$ cat src/rtl/tcp_consts.svh
`ifndef TCP_CONSTS_SVH
`define TCP_CONSTS_SVH

// Register offsets
`define TCP_OFF_TIMER      12'h000
`define TCP_OFF_COUNT      12'h004
`define TCP_OFF_LIMIT      12'h008
`define TCP_OFF_CH0_CTRL   12'h00c
`define TCP_OFF_CH0_VALUE  12'h010
`define TCP_OFF_CH1_CTRL   12'h014
`define TCP_OFF_CH1_VALUE  12'h018
`define TCP_OFF_STRIDE     12'h008

// Timer control fields
`define TCP_TC_FLAG        7
`define TCP_TC_IE          6
`define TCP_TC_HALT        5
`define TCP_TC_RST         4
`define TCP_TC_DIV_MSB     2
`define TCP_TC_DIV_LSB     0

// Channel control fields
`define TCP_CC_FLAG        7
`define TCP_CC_IE          6
`define TCP_CC_MODE_B      5
`define TCP_CC_MODE_A      4
`define TCP_CC_PIN_B       3
`define TCP_CC_PIN_A       2
`define TCP_CC_TOV         1
`define TCP_CC_MAX         0

// Encodings
`define TCP_MODE_OFF       2'h0
`define TCP_MODE_UNBUF     2'h1
`define TCP_MODE_BUF       2'h2
`define TCP_DIV_NONE       3'h7

// Reset values
`define TCP_RST_HALT       1'b1
`define TCP_RST_DIV        3'h0
`define TCP_RST_LIMIT      16'hffff
`define TCP_RST_VALUE      16'h0000
`define TCP_RST_CFG        7'h00
`define TCP_CNT_ZERO       16'h0000
`define TCP_CNT_ONE        16'h0001

`endif

$ cat src/rtl/tcp_pkg.sv
package tcp_pkg;

  typedef enum logic [1:0] {
    TCP_PIN_NONE,
    TCP_PIN_TOGGLE,
    TCP_PIN_CLEAR,
    TCP_PIN_SET
  } tcp_pin_act_t;

  typedef logic [15:0] tcp_count_t;
  typedef logic [6:0]  tcp_cfg_t;

endpackage

$ cat src/rtl/tcp_chan_if.sv
`timescale 1ns/1ps
interface tcp_chan_if;
  import tcp_pkg::*;
  logic         tick;
  logic         wrap;
  logic         match;
  logic         enable;
  logic         tov;
  logic         fmax;
  tcp_pin_act_t act;
  logic         pin;
  logic         pin_oe;

  modport ctl (output tick, output wrap, output match, output enable, output tov, output fmax, output act,
               input pin, input pin_oe);
  modport chn (input tick, input wrap, input match, input enable, input tov, input fmax, input act,
               output pin, output pin_oe);
endinterface

$ cat src/rtl/tcp_top.sv
`timescale 1ns/1ps
module tcp_top
  import tcp_pkg::*;
#(
  parameter int ADDR_W = 12
)(
  input  wire logic              pclk,
  input  wire logic              presetn,
  input  wire logic              psel,
  input  wire logic              penable,
  input  wire logic              pwrite,
  input  wire logic [ADDR_W-1:0] paddr,
  input  wire logic [31:0]       pwdata,
  output logic      [31:0]       prdata,
  output logic                   pready,
  output logic                   pslverr,
  output logic      [1:0]        chan_pin_out,
  output logic      [1:0]        chan_pin_oe,
  output logic      [1:0]        chan_irq,
  output logic                   wrap_irq
);
  `include "tcp_consts.svh"

  if (ADDR_W < 8) begin : g_chk
    $error("tcp_top: ADDR_W must be at least 8");
  end

  logic             wrap_flag_reg;
  logic             wrap_armed_reg;
  logic             wrap_ie_reg;
  logic             halt_reg;
  logic [2:0]       div_sel_reg;
  tcp_count_t       limit_reg;
  tcp_count_t       cnt_reg;
  tcp_cfg_t         cfg_reg   [2];
  logic [1:0]       ch_flag_reg;
  logic [1:0]       ch_armed_reg;
  tcp_count_t       val_reg   [2];
  logic             active_sel_reg;
  logic             last_sel_reg;
  logic             last_sel_next;
  logic [31:0]      prdata_reg;
  logic [31:0]      rd_mux;

  logic             wr;
  logic             rd_setup;
  logic             hit;
  logic             tick;
  logic             run;
  logic             at_limit;
  tcp_count_t       cnt_step;
  logic             wrap_ev;
  logic             cnt_clear;
  logic             linked;
  logic             link_on;
  logic [1:0]       oc_en;
  logic [1:0]       match;
  tcp_count_t       cmp_val   [2];

  function automatic logic at_off(input logic [ADDR_W-1:0] a, input logic [11:0] off);
    at_off = (a[ADDR_W-1:0] == ADDR_W'(off));
  endfunction

  function automatic logic [11:0] ch_ctrl_off(input int i);
    ch_ctrl_off = 12'(`TCP_OFF_CH0_CTRL + i * `TCP_OFF_STRIDE);
  endfunction

  function automatic logic [11:0] ch_val_off(input int i);
    ch_val_off = 12'(`TCP_OFF_CH0_VALUE + i * `TCP_OFF_STRIDE);
  endfunction

  // APB slave, zero wait states
  assign wr       = psel && penable && pwrite;
  assign rd_setup = psel && !penable && !pwrite;
  assign hit      = at_off(paddr, `TCP_OFF_TIMER) || at_off(paddr, `TCP_OFF_COUNT) ||
                    at_off(paddr, `TCP_OFF_LIMIT) || at_off(paddr, ch_ctrl_off(0)) ||
                    at_off(paddr, ch_val_off(0)) || at_off(paddr, ch_ctrl_off(1)) ||
                    at_off(paddr, ch_val_off(1));
  assign pready   = 1'b1;
  assign pslverr  = psel && penable && !hit;

  always_comb
  begin
    rd_mux = 32'h0000_0000;
    if (at_off(paddr, `TCP_OFF_TIMER))
      rd_mux = {24'h00_0000, wrap_flag_reg, wrap_ie_reg, halt_reg, 2'h0, div_sel_reg};
    else if (at_off(paddr, `TCP_OFF_COUNT))
      rd_mux = {16'h0000, cnt_reg};
    else if (at_off(paddr, `TCP_OFF_LIMIT))
      rd_mux = {16'h0000, limit_reg};
    else if (at_off(paddr, ch_ctrl_off(0)))
      rd_mux = {24'h00_0000, ch_flag_reg[0], cfg_reg[0]};
    else if (at_off(paddr, ch_val_off(0)))
      rd_mux = {16'h0000, val_reg[0]};
    else if (at_off(paddr, ch_ctrl_off(1)))
      rd_mux = {24'h00_0000, ch_flag_reg[1], cfg_reg[1]};
    else if (at_off(paddr, ch_val_off(1)))
      rd_mux = {16'h0000, val_reg[1]};
  end

  always_ff @(posedge pclk or negedge presetn)
  begin
    if (!presetn)
      prdata_reg <= 32'h0000_0000;
    else if (rd_setup)
      prdata_reg <= rd_mux;
  end

  assign prdata = prdata_reg;

  // Timer control
  always_ff @(posedge pclk or negedge presetn)
  begin
    if (!presetn)
    begin
      wrap_ie_reg <= 1'b0;
      halt_reg    <= `TCP_RST_HALT;
      div_sel_reg <= `TCP_RST_DIV;
    end
    else if (wr && at_off(paddr, `TCP_OFF_TIMER))
    begin
      wrap_ie_reg <= pwdata[`TCP_TC_IE];
      halt_reg    <= pwdata[`TCP_TC_HALT];
      div_sel_reg <= pwdata[`TCP_TC_DIV_MSB:`TCP_TC_DIV_LSB];
    end
  end

  assign cnt_clear = wr && at_off(paddr, `TCP_OFF_TIMER) && pwdata[`TCP_TC_RST];

  tcp_prescaler #(
    .DIV_BITS (6)
  ) u_presc (
    .pclk    (pclk),
    .presetn (presetn),
    .clear   (cnt_clear),
    .sel     (div_sel_reg),
    .tick    (tick)
  );

  always_ff @(posedge pclk or negedge presetn)
  begin
    if (!presetn)
      limit_reg <= `TCP_RST_LIMIT;
    else if (wr && at_off(paddr, `TCP_OFF_LIMIT))
      limit_reg <= pwdata[15:0];
  end

  // Counter
  assign run      = tick && !halt_reg;
  assign at_limit = (cnt_reg == limit_reg);
  assign wrap_ev  = run && at_limit;
  // Count value this tick moves to
  assign cnt_step = at_limit ? `TCP_CNT_ZERO : cnt_reg + `TCP_CNT_ONE;

  always_ff @(posedge pclk or negedge presetn)
  begin
    if (!presetn)
      cnt_reg <= `TCP_CNT_ZERO;
    else if (cnt_clear)
      cnt_reg <= `TCP_CNT_ZERO;
    else if (wrap_ev)
      cnt_reg <= `TCP_CNT_ZERO;
    else if (run)
      cnt_reg <= cnt_reg + `TCP_CNT_ONE;
  end

  // Wrap flag, cleared by read while set then write of zero
  always_ff @(posedge pclk or negedge presetn)
  begin
    if (!presetn)
    begin
      wrap_flag_reg  <= 1'b0;
      wrap_armed_reg <= 1'b0;
    end
    else if (wrap_ev)
    begin
      wrap_flag_reg  <= 1'b1;
      wrap_armed_reg <= 1'b0;
    end
    else if (wr && at_off(paddr, `TCP_OFF_TIMER))
    begin
      if (wrap_armed_reg && !pwdata[`TCP_TC_FLAG])
        wrap_flag_reg <= 1'b0;
      wrap_armed_reg <= 1'b0;
    end
    else if (rd_setup && at_off(paddr, `TCP_OFF_TIMER) && wrap_flag_reg)
      wrap_armed_reg <= 1'b1;
  end

  assign wrap_irq = wrap_flag_reg && wrap_ie_reg;

  // Pairing and active value set
  assign linked  = cfg_reg[0][`TCP_CC_MODE_B];
  assign link_on = wr && at_off(paddr, ch_ctrl_off(0)) && pwdata[`TCP_CC_MODE_B] && !linked;

  always_comb
  begin
    last_sel_next = last_sel_reg;
    if (link_on)
      last_sel_next = 1'b0;
    else if (wr && at_off(paddr, ch_val_off(0)))
      last_sel_next = 1'b0;
    else if (wr && at_off(paddr, ch_val_off(1)))
      last_sel_next = 1'b1;
  end

  always_ff @(posedge pclk or negedge presetn)
  begin
    if (!presetn)
    begin
      last_sel_reg   <= 1'b0;
      active_sel_reg <= 1'b0;
    end
    else
    begin
      last_sel_reg <= last_sel_next;
      if (link_on)
        active_sel_reg <= 1'b0;
      else if (linked && wrap_ev)
        active_sel_reg <= last_sel_next;
    end
  end

  assign cmp_val[0] = (linked && active_sel_reg) ? val_reg[1] : val_reg[0];
  assign cmp_val[1] = val_reg[1];

  // Per-channel registers and pin logic
  tcp_chan_if chif [2] ();

  for (genvar i = 0; i < 2; i++) begin : g_ch
    always_ff @(posedge pclk or negedge presetn)
    begin
      if (!presetn)
      begin
        cfg_reg[i] <= `TCP_RST_CFG;
        val_reg[i] <= `TCP_RST_VALUE;
      end
      else
      begin
        if (wr && at_off(paddr, ch_ctrl_off(i)))
          cfg_reg[i] <= pwdata[6:0];
        if (wr && at_off(paddr, ch_val_off(i)))
          val_reg[i] <= pwdata[15:0];
      end
    end

    assign oc_en[i] = (cfg_reg[i][`TCP_CC_MODE_B:`TCP_CC_MODE_A] != `TCP_MODE_OFF) &&
                      ((i == 0) || !linked);
    assign match[i] = run && oc_en[i] && (cnt_step == cmp_val[i]);

    always_ff @(posedge pclk or negedge presetn)
    begin
      if (!presetn)
      begin
        ch_flag_reg[i]  <= 1'b0;
        ch_armed_reg[i] <= 1'b0;
      end
      else if (match[i])
      begin
        ch_flag_reg[i]  <= 1'b1;
        ch_armed_reg[i] <= 1'b0;
      end
      else if (wr && at_off(paddr, ch_ctrl_off(i)))
      begin
        if (ch_armed_reg[i] && !pwdata[`TCP_CC_FLAG])
          ch_flag_reg[i] <= 1'b0;
        ch_armed_reg[i] <= 1'b0;
      end
      else if (rd_setup && at_off(paddr, ch_ctrl_off(i)) && ch_flag_reg[i])
        ch_armed_reg[i] <= 1'b1;
    end

    assign chan_irq[i] = ch_flag_reg[i] && cfg_reg[i][`TCP_CC_IE];

    assign chif[i].tick   = run;
    assign chif[i].wrap   = wrap_ev && oc_en[i];
    assign chif[i].match  = match[i];
    assign chif[i].enable = oc_en[i];
    assign chif[i].tov    = cfg_reg[i][`TCP_CC_TOV];
    assign chif[i].fmax   = cfg_reg[i][`TCP_CC_MAX];
    assign chif[i].act    = tcp_pin_act_t'(cfg_reg[i][`TCP_CC_PIN_B:`TCP_CC_PIN_A]);

    tcp_channel u_ch (
      .pclk    (pclk),
      .presetn (presetn),
      .ch      (chif[i])
    );

    assign chan_pin_out[i] = chif[i].pin;
    assign chan_pin_oe[i]  = chif[i].pin_oe;
  end
endmodule

$ cat src/rtl/tcp_prescaler.sv
`timescale 1ns/1ps
module tcp_prescaler
  import tcp_pkg::*;
#(
  parameter int DIV_BITS = 6
)(
  input  wire logic       pclk,
  input  wire logic       presetn,
  input  wire logic       clear,
  input  wire logic [2:0] sel,
  output logic            tick
);
  `include "tcp_consts.svh"

  if (DIV_BITS < 6) begin : g_chk
    $error("tcp_prescaler: DIV_BITS must be at least 6");
  end

  logic [DIV_BITS-1:0] div_reg;

  function automatic logic [DIV_BITS-1:0] div_mask(input logic [2:0] s);
    div_mask = DIV_BITS'((1 << s) - 1);
  endfunction

  always_ff @(posedge pclk or negedge presetn)
  begin
    if (!presetn)
      div_reg <= '0;
    else if (clear)
      div_reg <= '0;
    else
      div_reg <= div_reg + DIV_BITS'(1);
  end

  // Divide by 1..64, code 7 gives no tick
  assign tick = !clear && (sel != `TCP_DIV_NONE) &&
                ((div_reg & div_mask(sel)) == div_mask(sel));
endmodule

$ cat src/rtl/tcp_channel.sv
`timescale 1ns/1ps
module tcp_channel
  import tcp_pkg::*;
(
  input  wire logic pclk,
  input  wire logic presetn,
  tcp_chan_if.chn   ch
);
  `include "tcp_consts.svh"

  logic pin_reg;
  logic pulse_level;
  logic full_duty;
  logic after_match;
  logic pin_next;

  assign pulse_level = (ch.act == TCP_PIN_SET) ? 1'b0 : 1'b1;
  assign full_duty   = ch.enable && ch.fmax && ch.tov;

  always_comb
  begin
    after_match = pin_reg;
    if (ch.match)
    begin
      unique case (ch.act)
        TCP_PIN_NONE:   after_match = pin_reg;
        TCP_PIN_TOGGLE: after_match = ~pin_reg;
        TCP_PIN_CLEAR:  after_match = 1'b0;
        TCP_PIN_SET:    after_match = 1'b1;
      endcase
    end
    pin_next = after_match;
    if (ch.wrap && ch.tov)
      pin_next = ~after_match;
  end

  // Compare drives the inactive level, wrap toggles back to the pulse
  always_ff @(posedge pclk or negedge presetn)
  begin
    if (!presetn)
      pin_reg <= 1'b0;
    else if (full_duty)
      pin_reg <= pulse_level;
    else if (ch.enable && ch.tick)
      pin_reg <= pin_next;
  end

  assign ch.pin    = pin_reg;
  assign ch.pin_oe = ch.enable;
endmodule

$ cat config.mk
export PLATFORM = sky130hd
export DESIGN_NAME = tcp_top
export DESIGN_NICKNAME = d
export VERILOG_FILES = /design/src/rtl/tcp_pkg.sv /design/src/rtl/tcp_chan_if.sv /design/src/rtl/tcp_top.sv /design/src/rtl/tcp_prescaler.sv /design/src/rtl/tcp_channel.sv
export VERILOG_INCLUDE_DIRS = /design/src /design/src/rtl
export SDC_FILE = /design/constraint.sdc
export NUM_CORES = 1
export LEC_CHECK = 0
export BUFFER_PORTS_ARGS = -buffer_cell sky130_fd_sc_hd__buf_2
export CAP_MARGIN = 10
export CORE_MARGIN = 1.5
export CORE_UTILIZATION = 59
export CTS_CLUSTER_SIZE = 24
export DETAILED_ROUTE_END_ITERATION = 12
export GPL_TIMING_DRIVEN = 0
export PLACE_DENSITY = 0.81
export SLEW_MARGIN = 30
export SYNTH_ARGS = -nofsm -noshare
export SYNTH_HDL_FRONTEND = slang
export SYNTH_SLANG_ARGS = --single-unit
$ cat constraint.sdc
create_clock -name pclk -period 4.8 [get_ports pclk]
set_clock_uncertainty 0.15 [all_clocks]
set_input_delay 0.96 -clock pclk [delete_from_list [all_inputs] [get_ports pclk]]
set_output_delay 0.96 -clock pclk [all_outputs]
set_load 0.02 [all_outputs]
## Yosys cells after proc, flatten, opt, wreduce, memory -nomap -nowiden

Index checks and enable logic that the tools add are counted.

| cells by class | value |
|---|---|
| add/sub/neg operators | 3 |
| equal/unequal tests | 17 |
| shift operators | 1 |
| mux-type cells | 48 |
| bitwise logic cells | 5 |
| reductions and logical operators | 79 |

Operator list:

| cell | count |
|---|---|
| 16-bit two-way mux | 12 |
| 16-bit == test | 3 |
| 1-bit logical AND | 45 |
| 12-bit by 5-bit == test with 1-bit output, second input constant | 3 |
| 1-bit two-way mux | 33 |
| 12-bit by 4-bit == test with 1-bit output, second input constant | 2 |
| 2-bit nonzero test | 11 |
| 16-bit by 1-bit adder with 16-bit output, second input constant | 1 |
| 12-bit by 3-bit == test with 1-bit output, second input constant | 1 |
| 12-bit logical NOT | 1 |
| 3-bit nonzero test | 4 |
| 2-bit == test, second input constant | 4 |
| 1-bit case mux with 4 select lines | 2 |
| 1-bit logical NOT | 7 |
| 6-bit by 1-bit adder with 6-bit output, second input constant | 1 |
| 6-bit AND | 1 |
| 6-bit == test | 1 |
| 1-bit logical OR | 6 |
| 6-bit two-way mux | 1 |
| 2-bit AND reduction | 3 |
| 1-bit by 3-bit << shifter with 6-bit output, first input constant | 1 |
| 6-bit by 2-bit subtractor with 6-bit output, second input constant | 1 |
| 2-bit by 1-bit == test with 1-bit output, second input constant | 2 |
| 2-bit logical NOT | 2 |
| 2 further kinds | 5 |

| storage, ports and cells | value |
|---|---|
| register bits after elaboration | 131 |
| input port bits | 49 |
| output and inout port bits | 41 |
| logic and storage cells | 174 |

## Longest topological paths before layout

Gate-level depths: netlist of run 1.

| depth | value |
|---|---|
| depth in word-level cells | 15 |
| mapped depth | 13 |
| depth with buffers taken out | 11 |

## Modules after synthesis

A second synthesis of run 1 with hierarchy kept.

| unflattened totals | value |
|---|---|
| cell total of the unflattened synthesis | 729 |
| area, all modules | 7194.4 µm² |

By module, submodules not included:

| module | instances | cells an instance | area each (µm²) | sequential area each (µm²) |
|---|---|---|---|---|
| tcp_top | 1 | 673 | 6681.4 | 2698.8 |
| tcp_prescaler | 1 | 30 | 292.8 | 150.1 |
| tcp_channel | 2 | 13 | 110.1 | 25.0 |

## Worst setup path after synthesis of run 1

OpenSTA, ideal clock, no wires.

| path | value |
|---|---|
| kind | input to register |
| start point | in paddr[9] |
| end point | reg g_ch[0].u_ch.pin_reg |
| setup time | 0.124 ns |
| data arrival time | 3.545 ns |
| required time | 4.526 ns |
| path slack | 0.981 ns |
| stages | 11 |
| buffers on the path | 1 |
| cells stage by stage | or4_1 -> nor4_1 -> and4_1 -> buf_2 -> nand4b_1 -> a2111oi_1 -> o211ai_1 -> nor4_1 -> a211o_1 -> mux2i_1 -> a211o_1 |

| between the ends | value |
|---|---|
| cells in the longest elaborated chain, start to end | 14 |
| elaborated cells between the ends (all ways) | 18 |
| classes of those cells | 4 x mux; 1 x bitwise; 13 x reduce/logical |

Ends and longest elaborated chain:

| what | line | text |
|---|---|---|
| start, declared | tcp_top.sv:12 | `input wire logic [ADDR_W-1:0] paddr,` |
| 12-bit logical NOT (*) | tcp_top.sv:61 | `at_off = (a[ADDR_W-1:0] == ADDR_W'(off));` |
| 1-bit logical AND (*) (2 in series) | tcp_top.sv:128 | `` assign cnt_clear = wr && at_off(paddr, `TCP_OFF_TIMER) && pwdata[`TCP_TC_RST]; `` |
| 1-bit logical NOT (*) | tcp_prescaler.sv:36 | `` assign tick = !clear && (sel != `TCP_DIV_NONE) && `` |
| 1-bit logical AND (*) (2 in series) | tcp_prescaler.sv:36 |  |
| 1-bit logical AND (*) | tcp_top.sv:149 | `assign run = tick && !halt_reg;` |
| 1-bit logical AND | tcp_top.sv:249, tcp_channel.sv:44 |  |
| 1-bit logical AND | tcp_top.sv:249 | `assign match[i] = run && oc_en[i] && (cnt_step == cmp_val[i]);` |
| 1-bit two-way mux | tcp_channel.sv:23 | `if (ch.match)` |
| 1-bit inverter | tcp_channel.sv:34 | `pin_next = ~after_match;` |
| 1-bit two-way mux | tcp_channel.sv:33 | `if (ch.wrap && ch.tov)` |
| 1-bit two-way mux | tcp_channel.sv:44 | `else if (ch.enable && ch.tick)` |
| 1-bit two-way mux | tcp_channel.sv:42 | `else if (full_duty)` |
| end signal, assigned | tcp_channel.sv:43 | `pin_reg <= pulse_level;` |
| end signal, assigned | tcp_channel.sv:45 | `pin_reg <= pin_next;` |
| end, declared | tcp_channel.sv:11 | `logic pin_reg;` |

Every way passes the cells marked *; elsewhere a longest branch is shown, timed or not. The select of a mux whose other input is x is not followed.
A chain may end at the register's enable or synchronous reset.

## Worst setup path after layout of run 1

| path | value |
|---|---|
| start point | reg limit_reg[1] |
| end point | reg g_ch[0].u_ch.pin_reg |

| between the ends | value |
|---|---|
| cells in the longest elaborated chain, start to end | 9 |
| elaborated cells between the ends (all ways) | 12 |
| classes of those cells | 2 x eq/ne; 5 x mux; 1 x bitwise; 4 x reduce/logical |

Ends and longest elaborated chain:

| what | line | text |
|---|---|---|
| start, declared | tcp_top.sv:33 | `tcp_count_t limit_reg;` |
| start signal, assigned | tcp_top.sv:143 | `` limit_reg <= `TCP_RST_LIMIT; `` |
| start signal, assigned | tcp_top.sv:145 | `limit_reg <= pwdata[15:0];` |
| 16-bit == test (*) | tcp_top.sv:150 | `assign at_limit = (cnt_reg == limit_reg);` |
| 16-bit two-way mux (no line) | - |  |
| 16-bit == test | tcp_top.sv:249 |  |
| 1-bit logical AND | tcp_top.sv:249 |  |
| 1-bit two-way mux | tcp_channel.sv:23 |  |
| 1-bit inverter | tcp_channel.sv:34 |  |
| 1-bit two-way mux (*) | tcp_channel.sv:33 |  |
| 1-bit two-way mux (*) | tcp_channel.sv:44 |  |
| 1-bit two-way mux (*) | tcp_channel.sv:42 |  |

Marked as above.

==> results of run 1 <==
cell families (layout without fill, tap and decap cells):
logic type | count (synthesis) | count (layout) | synth area share
AND/OR/NAND/NOR | 247 | 247 | 0.187
buffers and inverters | 77 | 166 | 0.0580
AO/OA/AOI/OAI | 162 | 162 | 0.145
adder cells (fa/ha/maj) | 2 | 2 | 0.00344
other | 2 | 17 | 0.00103
flip-flops | 115 | 115 | 0.399
XOR/XNOR | 44 | 44 | 0.0568
multiplexers | 99 | 99 | 0.150
layer usage:
| layer | wire length (microns) | track usage | vias up |
|---|---|---|---|
| met2 | 10400 | 0.562 | 319 |
| met3 | 1540 | 0.0792 | 60 |
| met4 | 855 | 0.163 | 0 |
| met1 | 9270 | 0.462 | 3183 |
| met5 | 0 | 0 | - |
| li1 | - | - | 2898 |
cells in the final DEF, fill, tap and decap left out, types with 7 or more instances in the layout:
| cell | Yosys | routed |
|---|---|---|
| or3_1 | 14 | 14 |
| dfrtp_1 | 98 | 98 |
| and2_1 | 10 | 10 |
| nand3_1 | 22 | 22 |
| mux2_2 | 79 | 79 |
| mux2i_1 | 20 | 20 |
| a22o_1 | 8 | 8 |
| clkbuf_16 | 0 | 17 |
| conb_1 | 2 | 17 |
| buf_4 | 23 | 23 |
| a22oi_1 | 13 | 13 |
| a211oi_1 | 7 | 7 |
| a21oi_1 | 60 | 60 |
| a21o_1 | 8 | 8 |
| dfstp_2 | 17 | 17 |
| and3_1 | 8 | 8 |
| nor3_1 | 22 | 20 |
| buf_2 | 12 | 67 |
| xor2_1 | 25 | 25 |
| nor2_1 | 74 | 74 |
| clkbuf_1 | 25 | 30 |
| nor4_1 | 15 | 14 |
| o21ai_0 | 21 | 21 |
| nand3b_1 | 10 | 10 |
| xnor2_1 | 17 | 17 |
| nand2_1 | 26 | 26 |
| nand4_1 | 7 | 7 |
power groups by stage:
| stage | combinational (mW) | sequential (mW) | clock (mW) |
|---|---|---|---|
| finish | 0.505 | 1.05 | 1.38 |
| global route | 0.552 | 1.05 | 1.43 |
| CTS | 0.496 | 1.05 | 1.39 |
| detailed placement | 0.492 | 1.06 | 0 |
| global placement | 0.480 | 1.06 | 0 |
| floorplan | 0.300 | 1.08 | 0 |
final cells by class:
class	instances	area, sq um
tap	147	184
sequential	115	2900
clock inverter	9	178
multi-input combinational	571	4030
buffer	71	399
timing repair buffer	57	314
inverter	6	22.5
fill	912	3530
clock buffer	23	458
final timing paths:
| kind | startpoint | endpoint | slack [ns] | depth (start not counted) |
|---|---|---|---|---|
| worst max register to register | limit_reg[1] | g_ch[0].u_ch.ch.pin | 0.54 | 11 |
| max in group asynchronous | presetn | limit_reg[3] | 3.46 | 2 |
| worst min register to register | u_presc.div_reg[0] | u_presc.div_reg[0] | 0.37 | 1 |
| worst max-delay path | limit_reg[1] | g_ch[0].u_ch.ch.pin | 0.54 | 11 |
| worst min-delay path | presetn | cnt_reg[9] | 0.32 | 1 |
| min in group pclk | u_presc.div_reg[0] | u_presc.div_reg[0] | 0.37 | 1 |
worst max-delay path, delay by kind of cell, from the launching register on:
kind,cells,cell delay [ns]
AOI/OAI and AO/OA,5,1.56
and+or+nand+nor,3,0.89
DFF,1,0.56
buffers and inverters,1,0.56
xor gates and xnor gates,1,0.28
muxes,1,0.13
==> impl_metrics.toml, run 1 <==
[setup_path]
critPathArrivalTime_ns = 4.41
cp_slowest_cell = "dfstp_2"
cp_max_fo = 10
worstSetupPathType = "reg -> reg"
crit_required_ns = 4.95
slowest_delay_ns = 0.56
start_kind = "flop"
critPathMostFrequentCell = "a211o_1"
cp-end-kind = "flop"
cp_cell_sequence = "xor2_1, nor4_1, nand4_1, clkbuf_1, o21ai_0, a2111oi_1, o211ai_1, or3_1, a211o_1, mux2i_1, a211o_1"

[grt]
grt_pass1_vias = 6310
antenna_found_initial = 0
grt_first_pass_wirelength_microns = 34300
grt_usage = 0.353
grt_max_degree = 67
grt_overflow_total = 0

[floorplanning]
die_h_microns = 114
io_pins = 90
dieArea_sq_um = 13000
std_cell_rows = 40
coreArea_sq_um = 12000
die_x_microns = 114
initial_core_util = 0.606

[pwr]
power-per-cell-area_nw_per_um2 = 345
seqPwrFrac = 0.357
power_mw = 2.93
p_leak_nw = 3.90
comb_power_share = 0.172
p_clk_frac = 0.471
p_sw_frac = 0.277
switchingPower_uw = 812
intPower_mw = 2.12
ir_worst_vdd_v = 0.000282

[clock_network]
cts_max_path_buffers = 2
worst_skew_pair.late_latency_ns = 0.42
cts_setup_buffers = 0
ctsResizeCount = 0
htreeDepth = 4
cts_tree = "yes"
cts_root_buf = "clkbuf_16"
clkTransAtPathRegs_ns = 0.05
hold_buffers = 0
clock_sinks = 115
cts_buffers = 17

[logic_synthesis]
syn_area_sq_um = 7270
yosysTopAreaCell = "dfrtp_1"
synthCells = 748
seq_area_frac_synth = 0.399
synthFlopType = "dfrtp_1"
synth_edf_count = 0
yosysTopAreaCellShare = 0.337
yosysWarnings = 0
async_flop_share = 1.00
synth_common_cells = "dfrtp_1 (98), mux2_2 (79), nor2_1 (74)"
syn_area_per_cell_sq_um = 9.73
synth_seq_cells = 115
synth.area.top_cells = "dfrtp_1 (34%), mux2_2 (12%), dfstp_2 (6.1%)"
synth.distinct_cells = 73
synth_most_common_cell = "dfrtp_1"

[sta]
rsz0062_at_grt = "false"
worstMarginPinSlew_ns = 0.830
hold_viol = 0
slew_violations = 0
fin_crit_sh = 0.887
setup_tns_ns = 0
finalSetupViolations = 0
fin_ws_ns = 0.542
fmax_mhz = 235
final.min_clock_period_ns = 4.26
fin_hold_ws_ns = 0.324
slew_headroom = 0.442

[detailed_routing]
drtAntennaViolNets = 0
drt-total-wl_microns = 22100
drc = 0
drtPass1Iterations = 8
vias = 6460
vias_per_cell = 6.47
wl_per_cell_microns = 22.1
drt-initial-drc-count = 593

[finish]
drive_gt1_frac = 0.276
num_antenna_cells = 0
nets = 890
finalNonFillerCells = 999
finalInstanceArea_sq_um = 8490
area_growth_pct = 16.6
final_core_util = 0.706

[place]
gp_congestion = 0.959
dpl.cell_count = 967
dp_slack_ns = 0.181
placed_area_sq_um = 7840
dp_hpwl_microns = 16300
portBuffers = 56

[run]
drv_cap = 0

[hold_path]
hold_path_class = "in -> async"

[outcome]
status = "finished clean"
(Power assumes the default switching activity.)
==> run 2, diff against run 1 <==
--- a/config.mk
+++ b/config.mk
@@ -12,8 +12,7 @@
 export CORE_UTILIZATION = 59
 export CTS_CLUSTER_SIZE = 24
 export DETAILED_ROUTE_END_ITERATION = 12
-export GPL_TIMING_DRIVEN = 0
-export PLACE_DENSITY = 0.81
+export PLACE_DENSITY = 0.93
 export SLEW_MARGIN = 30
 export SYNTH_ARGS = -nofsm -noshare
 export SYNTH_HDL_FRONTEND = slang
==> constraint.sdc (replaced) <==
create_clock -name pclk -period 4.1 [get_ports pclk]
set_clock_uncertainty 0.15 [all_clocks]
set_input_delay 0.82 -clock pclk [delete_from_list [all_inputs] [get_ports pclk]]
set_output_delay 0.82 -clock pclk [all_outputs]
set_load 0.02 [all_outputs]
==> impl_metrics.toml, run 2 (same netlist as run 1, synthesis figures left out) <==
[place]
dpl.cell_count = 922
dp_slack_ns = 0.295
gp_congestion = 1.01
placed_area_sq_um = 7630
portBuffers = 56
dp_hpwl_microns = 14400

[grt]
grt_usage = 0.338
antenna_found_initial = 0
grt_overflow_total = 0
grt_first_pass_wirelength_microns = 33100
grt_pass1_vias = 6155
grt_max_degree = 79

[finish]
drive_gt1_frac = 0.279
area_growth_pct = 13.4
num_antenna_cells = 0
finalInstanceArea_sq_um = 8250
final_cell_mix = "dfrtp_1 (98), mux2_2 (79), nor2_1 (74)"
final_common_cell = "dfrtp_1"
n_fill_cell = 859
final_core_util = 0.687
nets = 845
finalNonFillerCells = 954

[detailed_routing]
drc = 0
drtPass1Iterations = 9
drt-initial-drc-count = 1109
vias_per_cell = 6.86
drtAntennaViolNets = 0
drt-total-wl_microns = 20700
wl_per_cell_microns = 21.7
vias = 6549

[clock_network]
htreeDepth = 4
clkTransAtPathRegs_ns = 0.06
cts_root_buf = "clkbuf_16"
cts_max_path_buffers = 2
cts_tree = "yes"
cts_buffers = 17
worst_skew_pair.late_latency_ns = 0.43
clock_sinks = 115
cts_setup_buffers = 0

[setup_path]
start_kind = "flop"
cp-end-kind = "flop"
critPathArrivalTime_ns = 4.12
critPathBufInv = 0
worstSetupPathType = "reg -> reg"
crit_required_ns = 4.29
cp_max_fo = 8
cp_top_family = "simple AND/OR/NAND/NOR gates"
slowest_delay_ns = 0.60
cp_slowest_cell = "nor4b_4"
cp_cell_sequence = "ha_1, nand2_1, or4_4, and2_1, or4_1, o311ai_1, o31ai_1, nor4b_4, o21ai_0, and3_1, a22oi_1"

[sta]
fin_ws_ns = 0.167
worstMarginPinSlew_ns = 0.829
fin_crit_sh = 0.959
finalSetupViolations = 0
rsz0062_at_grt = "false"
hold_viol = 0
slew_headroom = 0.442
fin_hold_ws_ns = 0.265
final.min_clock_period_ns = 3.93
fmax_mhz = 254
slew_violations = 0
setup_tns_ns = 0

[floorplanning]
coreArea_sq_um = 12000
io_pins = 90
dieArea_sq_um = 13000
initial_core_util = 0.606
die_x_microns = 114
std_cell_rows = 40
die_h_microns = 114

[run]
drv_cap = 0

[outcome]
status = "finished clean"

[hold_path]
hold_path_class = "in -> async"

[pwr]
ir_worst_vdd_v = 0.000315
power-per-cell-area_nw_per_um2 = 401
p_leak_nw = 3.77
power_mw = 3.31
==> run 2: final timing paths <==
path	start	endpoint	slack (ns)	cells after the start
max	cnt_reg[0]	g_ch[1].u_ch.ch.pin	0.17	11
min reg2reg	prdata[8]	prdata[8]	0.37	2
max reg2reg	cnt_reg[0]	g_ch[1].u_ch.ch.pin	0.17	11
min in group pclk	prdata[8]	prdata[8]	0.37	2
min	presetn	cmp_val[4]	0.26	1
max in group asynchronous	presetn	limit_reg[1]	2.75	2
==> run 2: per-layer routing <==
metal  global-route usage  part of all wire  vias to the layer above
li1                     -                 -                     2822
met2                0.499              0.45                      499
met5                    0                 0                        -
met4                0.163             0.046                        0
met3                0.111              0.12                      114
met1                0.450              0.38                     3114
==> run 2: cell type report <==
type,instances,area (sq um),area share
well taps,147,184,0.0223
multi-input cells,571,4040,0.490
repair buffers,83,502,0.0608
inverters,6,22.5,0.00273
flip-flops and latches,115,2900,0.352
clock buffers,22,464,0.0563
clock inverters,10,133,0.0161
==> run 2: report_power, final <==
| part | total (mW) | internal, mW | switching, mW |
|---|---|---|---|
| Sequential | 1.23 | 1.19 | 0.0452 |
| Clock | 1.51 | 0.981 | 0.529 |
| Combinational | 0.570 | 0.194 | 0.376 |
| Total | 3.31 | 2.36 | 0.950 |
==> run 2: repair_timing <==
item | 4_1_cts | 5_1_grt
endpoints found under the setup margin | 0 | 1
gates resized for setup | 0 | 1
hold buffers | 0 | 0
==> run 3, diff against run 2 <==
--- a/config.mk
+++ b/config.mk
@@ -7,12 +7,12 @@
 export NUM_CORES = 1
 export LEC_CHECK = 0
 export BUFFER_PORTS_ARGS = -buffer_cell sky130_fd_sc_hd__buf_2
-export CAP_MARGIN = 10
 export CORE_MARGIN = 1.5
-export CORE_UTILIZATION = 59
+export CORE_UTILIZATION = 60
+export CTS_BUF_LIST = sky130_fd_sc_hd__clkbuf_8
 export CTS_CLUSTER_SIZE = 24
 export DETAILED_ROUTE_END_ITERATION = 12
-export PLACE_DENSITY = 0.93
+export PLACE_DENSITY = 0.94
 export SLEW_MARGIN = 30
 export SYNTH_ARGS = -nofsm -noshare
 export SYNTH_HDL_FRONTEND = slang
==> impl_metrics.toml, run 3 (same netlist as run 1, synthesis figures left out) <==
[finish]
n_fill_cell = 881
area_growth_pct = 11.1
num_antenna_cells = 0
final_cell_mix = "dfrtp_1 (98), mux2_2 (79), nor2_1 (74)"
drive_gt1_frac = 0.280
final_common_cell = "dfrtp_1"
nets = 844

[clock_network]
cts_buffers = 17
htreeDepth = 4
cts_max_path_buffers = 2
cts_tree = "yes"
clock_sinks = 115
cts_root_buf = "clkbuf_8"
worst_skew_pair.late_latency_ns = 0.47
clkTransAtPathRegs_ns = 0.07

[detailed_routing]
wl_per_cell_microns = 21.2
drtPass1Iterations = 6
drtAntennaViolNets = 0
drc = 0
drt-total-wl_microns = 20200
drt-initial-drc-count = 905
vias_per_cell = 6.80
vias = 6484

[floorplanning]
dieArea_sq_um = 12800
io_pins = 90
die_x_microns = 113
coreArea_sq_um = 11900
std_cell_rows = 40
die_h_microns = 113
initial_core_util = 0.611

[place]
dp_hpwl_microns = 14400
gp_congestion = 0.946
dp_slack_ns = 0.231
portBuffers = 56

[run]
drv_cap = 0

[sta]
fmax_mhz = 255
hold_viol = 0
finalSetupViolations = 0
setup_tns_ns = 0
fin_hold_ws_ns = 0.214
slew_headroom = 0.450
worstMarginPinSlew_ns = 0.817
slew_violations = 0
fin_crit_sh = 0.956
fin_ws_ns = 0.179
final.min_clock_period_ns = 3.92
rsz0062_at_grt = "false"

[hold_path]
hold_path_class = "in -> async"

[pwr]
power_mw = 2.97
p_leak_nw = 3.70
power-per-cell-area_nw_per_um2 = 368
ir_worst_vdd_v = 0.000223

[grt]
grt_max_degree = 66
grt_first_pass_wirelength_microns = 32300
grt_pass1_vias = 6020
grt_usage = 0.330
antenna_found_initial = 0
grt_overflow_total = 0

[setup_path]
reg2reg_slack_ns = 0.18
start_kind = "flop"
critPathArrivalTime_ns = 4.16
cp_cell_sequence = "ha_1, nand2_1, or4_4, and2_1, or4_1, o311ai_1, o31ai_1, nor4b_4, o21ai_0, and3_1, a22oi_1"
worstSetupPathType = "reg -> reg"
cp-end-kind = "flop"
slowest_delay_ns = 0.57
cp_slowest_cell = "or4_4"
r2r_cells = 11
crit_required_ns = 4.34
cp_max_fo = 8

[outcome]
status = "finished clean"
==> run 3: changes by cell type in the layout (fill, tap and decap cells not counted), sizes merged <==
cell      delta
inv          +3
clkbuf       -4
clkinv       +1
buf          -1
bufinv       +1
clkinvlp     -1
==> run 3: worst max-delay path: cells and delay by family, from the launching register on <==
family | cells | cell delay (ns)
AOI/OAI and AO/OA | 4 | 0.63
adders and majority gates | 1 | 0.33
DFF | 1 | 0.46
and+or+nand+nor | 6 | 2.26
==> run 3: stage by stage <==
stage,std cells,util,cell area [sq um]
final,953,0.678,8080
after global routing,953,0.678,8080
after CTS,953,0.677,8060
after detailed placement,921,0.640,7630
after global placement,921,0.640,7630
after floorplan,763,-,7330
==> run 3: final cells by class <==
class / count / area, sq um / share of cell area
sequential: 115 / 2900 / 0.359
inverter: 6 / 22.5 / 0.00279
clock inverter: 14 / 188 / 0.0232
timing repair buffer: 82 / 490 / 0.0607
tap: 147 / 184 / 0.0228
multi-input combinational: 571 / 4050 / 0.501
clock buffer: 18 / 248 / 0.0307
==> run 3: final timing paths <==
| path | start | to |
|---|---|---|
| setup / recovery | cnt_reg[1] | g_ch[1].u_ch.ch.pin |
| hold / removal | presetn | wrap_ie_reg |
| setup reg to reg | cnt_reg[1] | g_ch[1].u_ch.ch.pin |
| hold reg to reg | prdata[9] | prdata[9] |
| max in group asynchronous | presetn | limit_reg[9] |
| min in group pclk | prdata[9] | prdata[9] |
==> run 3: power by group <==
group / switching (mW) / internal, mW
logic: 0.384 / 0.204
registers: 0.0379 / 1.18
clock network: 0.489 / 0.674
total: 0.911 / 2.06
==> run 3: repair_timing <==
action	4_1_cts	5_1_grt
gates resized for setup	0	2
setup buffers	0	0
setup endpoints to repair	0	2
hold buffers	0	0
==> run 3: layer usage <==
layer | wire length, microns | up-vias | track usage
met1 | 7870 | 3103 | 0.444
met5 | 0 | - | 0
met2 | 9140 | 461 | 0.488
met4 | 889 | 0 | 0.166
met3 | 2340 | 98 | 0.0991
li1 | - | 2822 | -
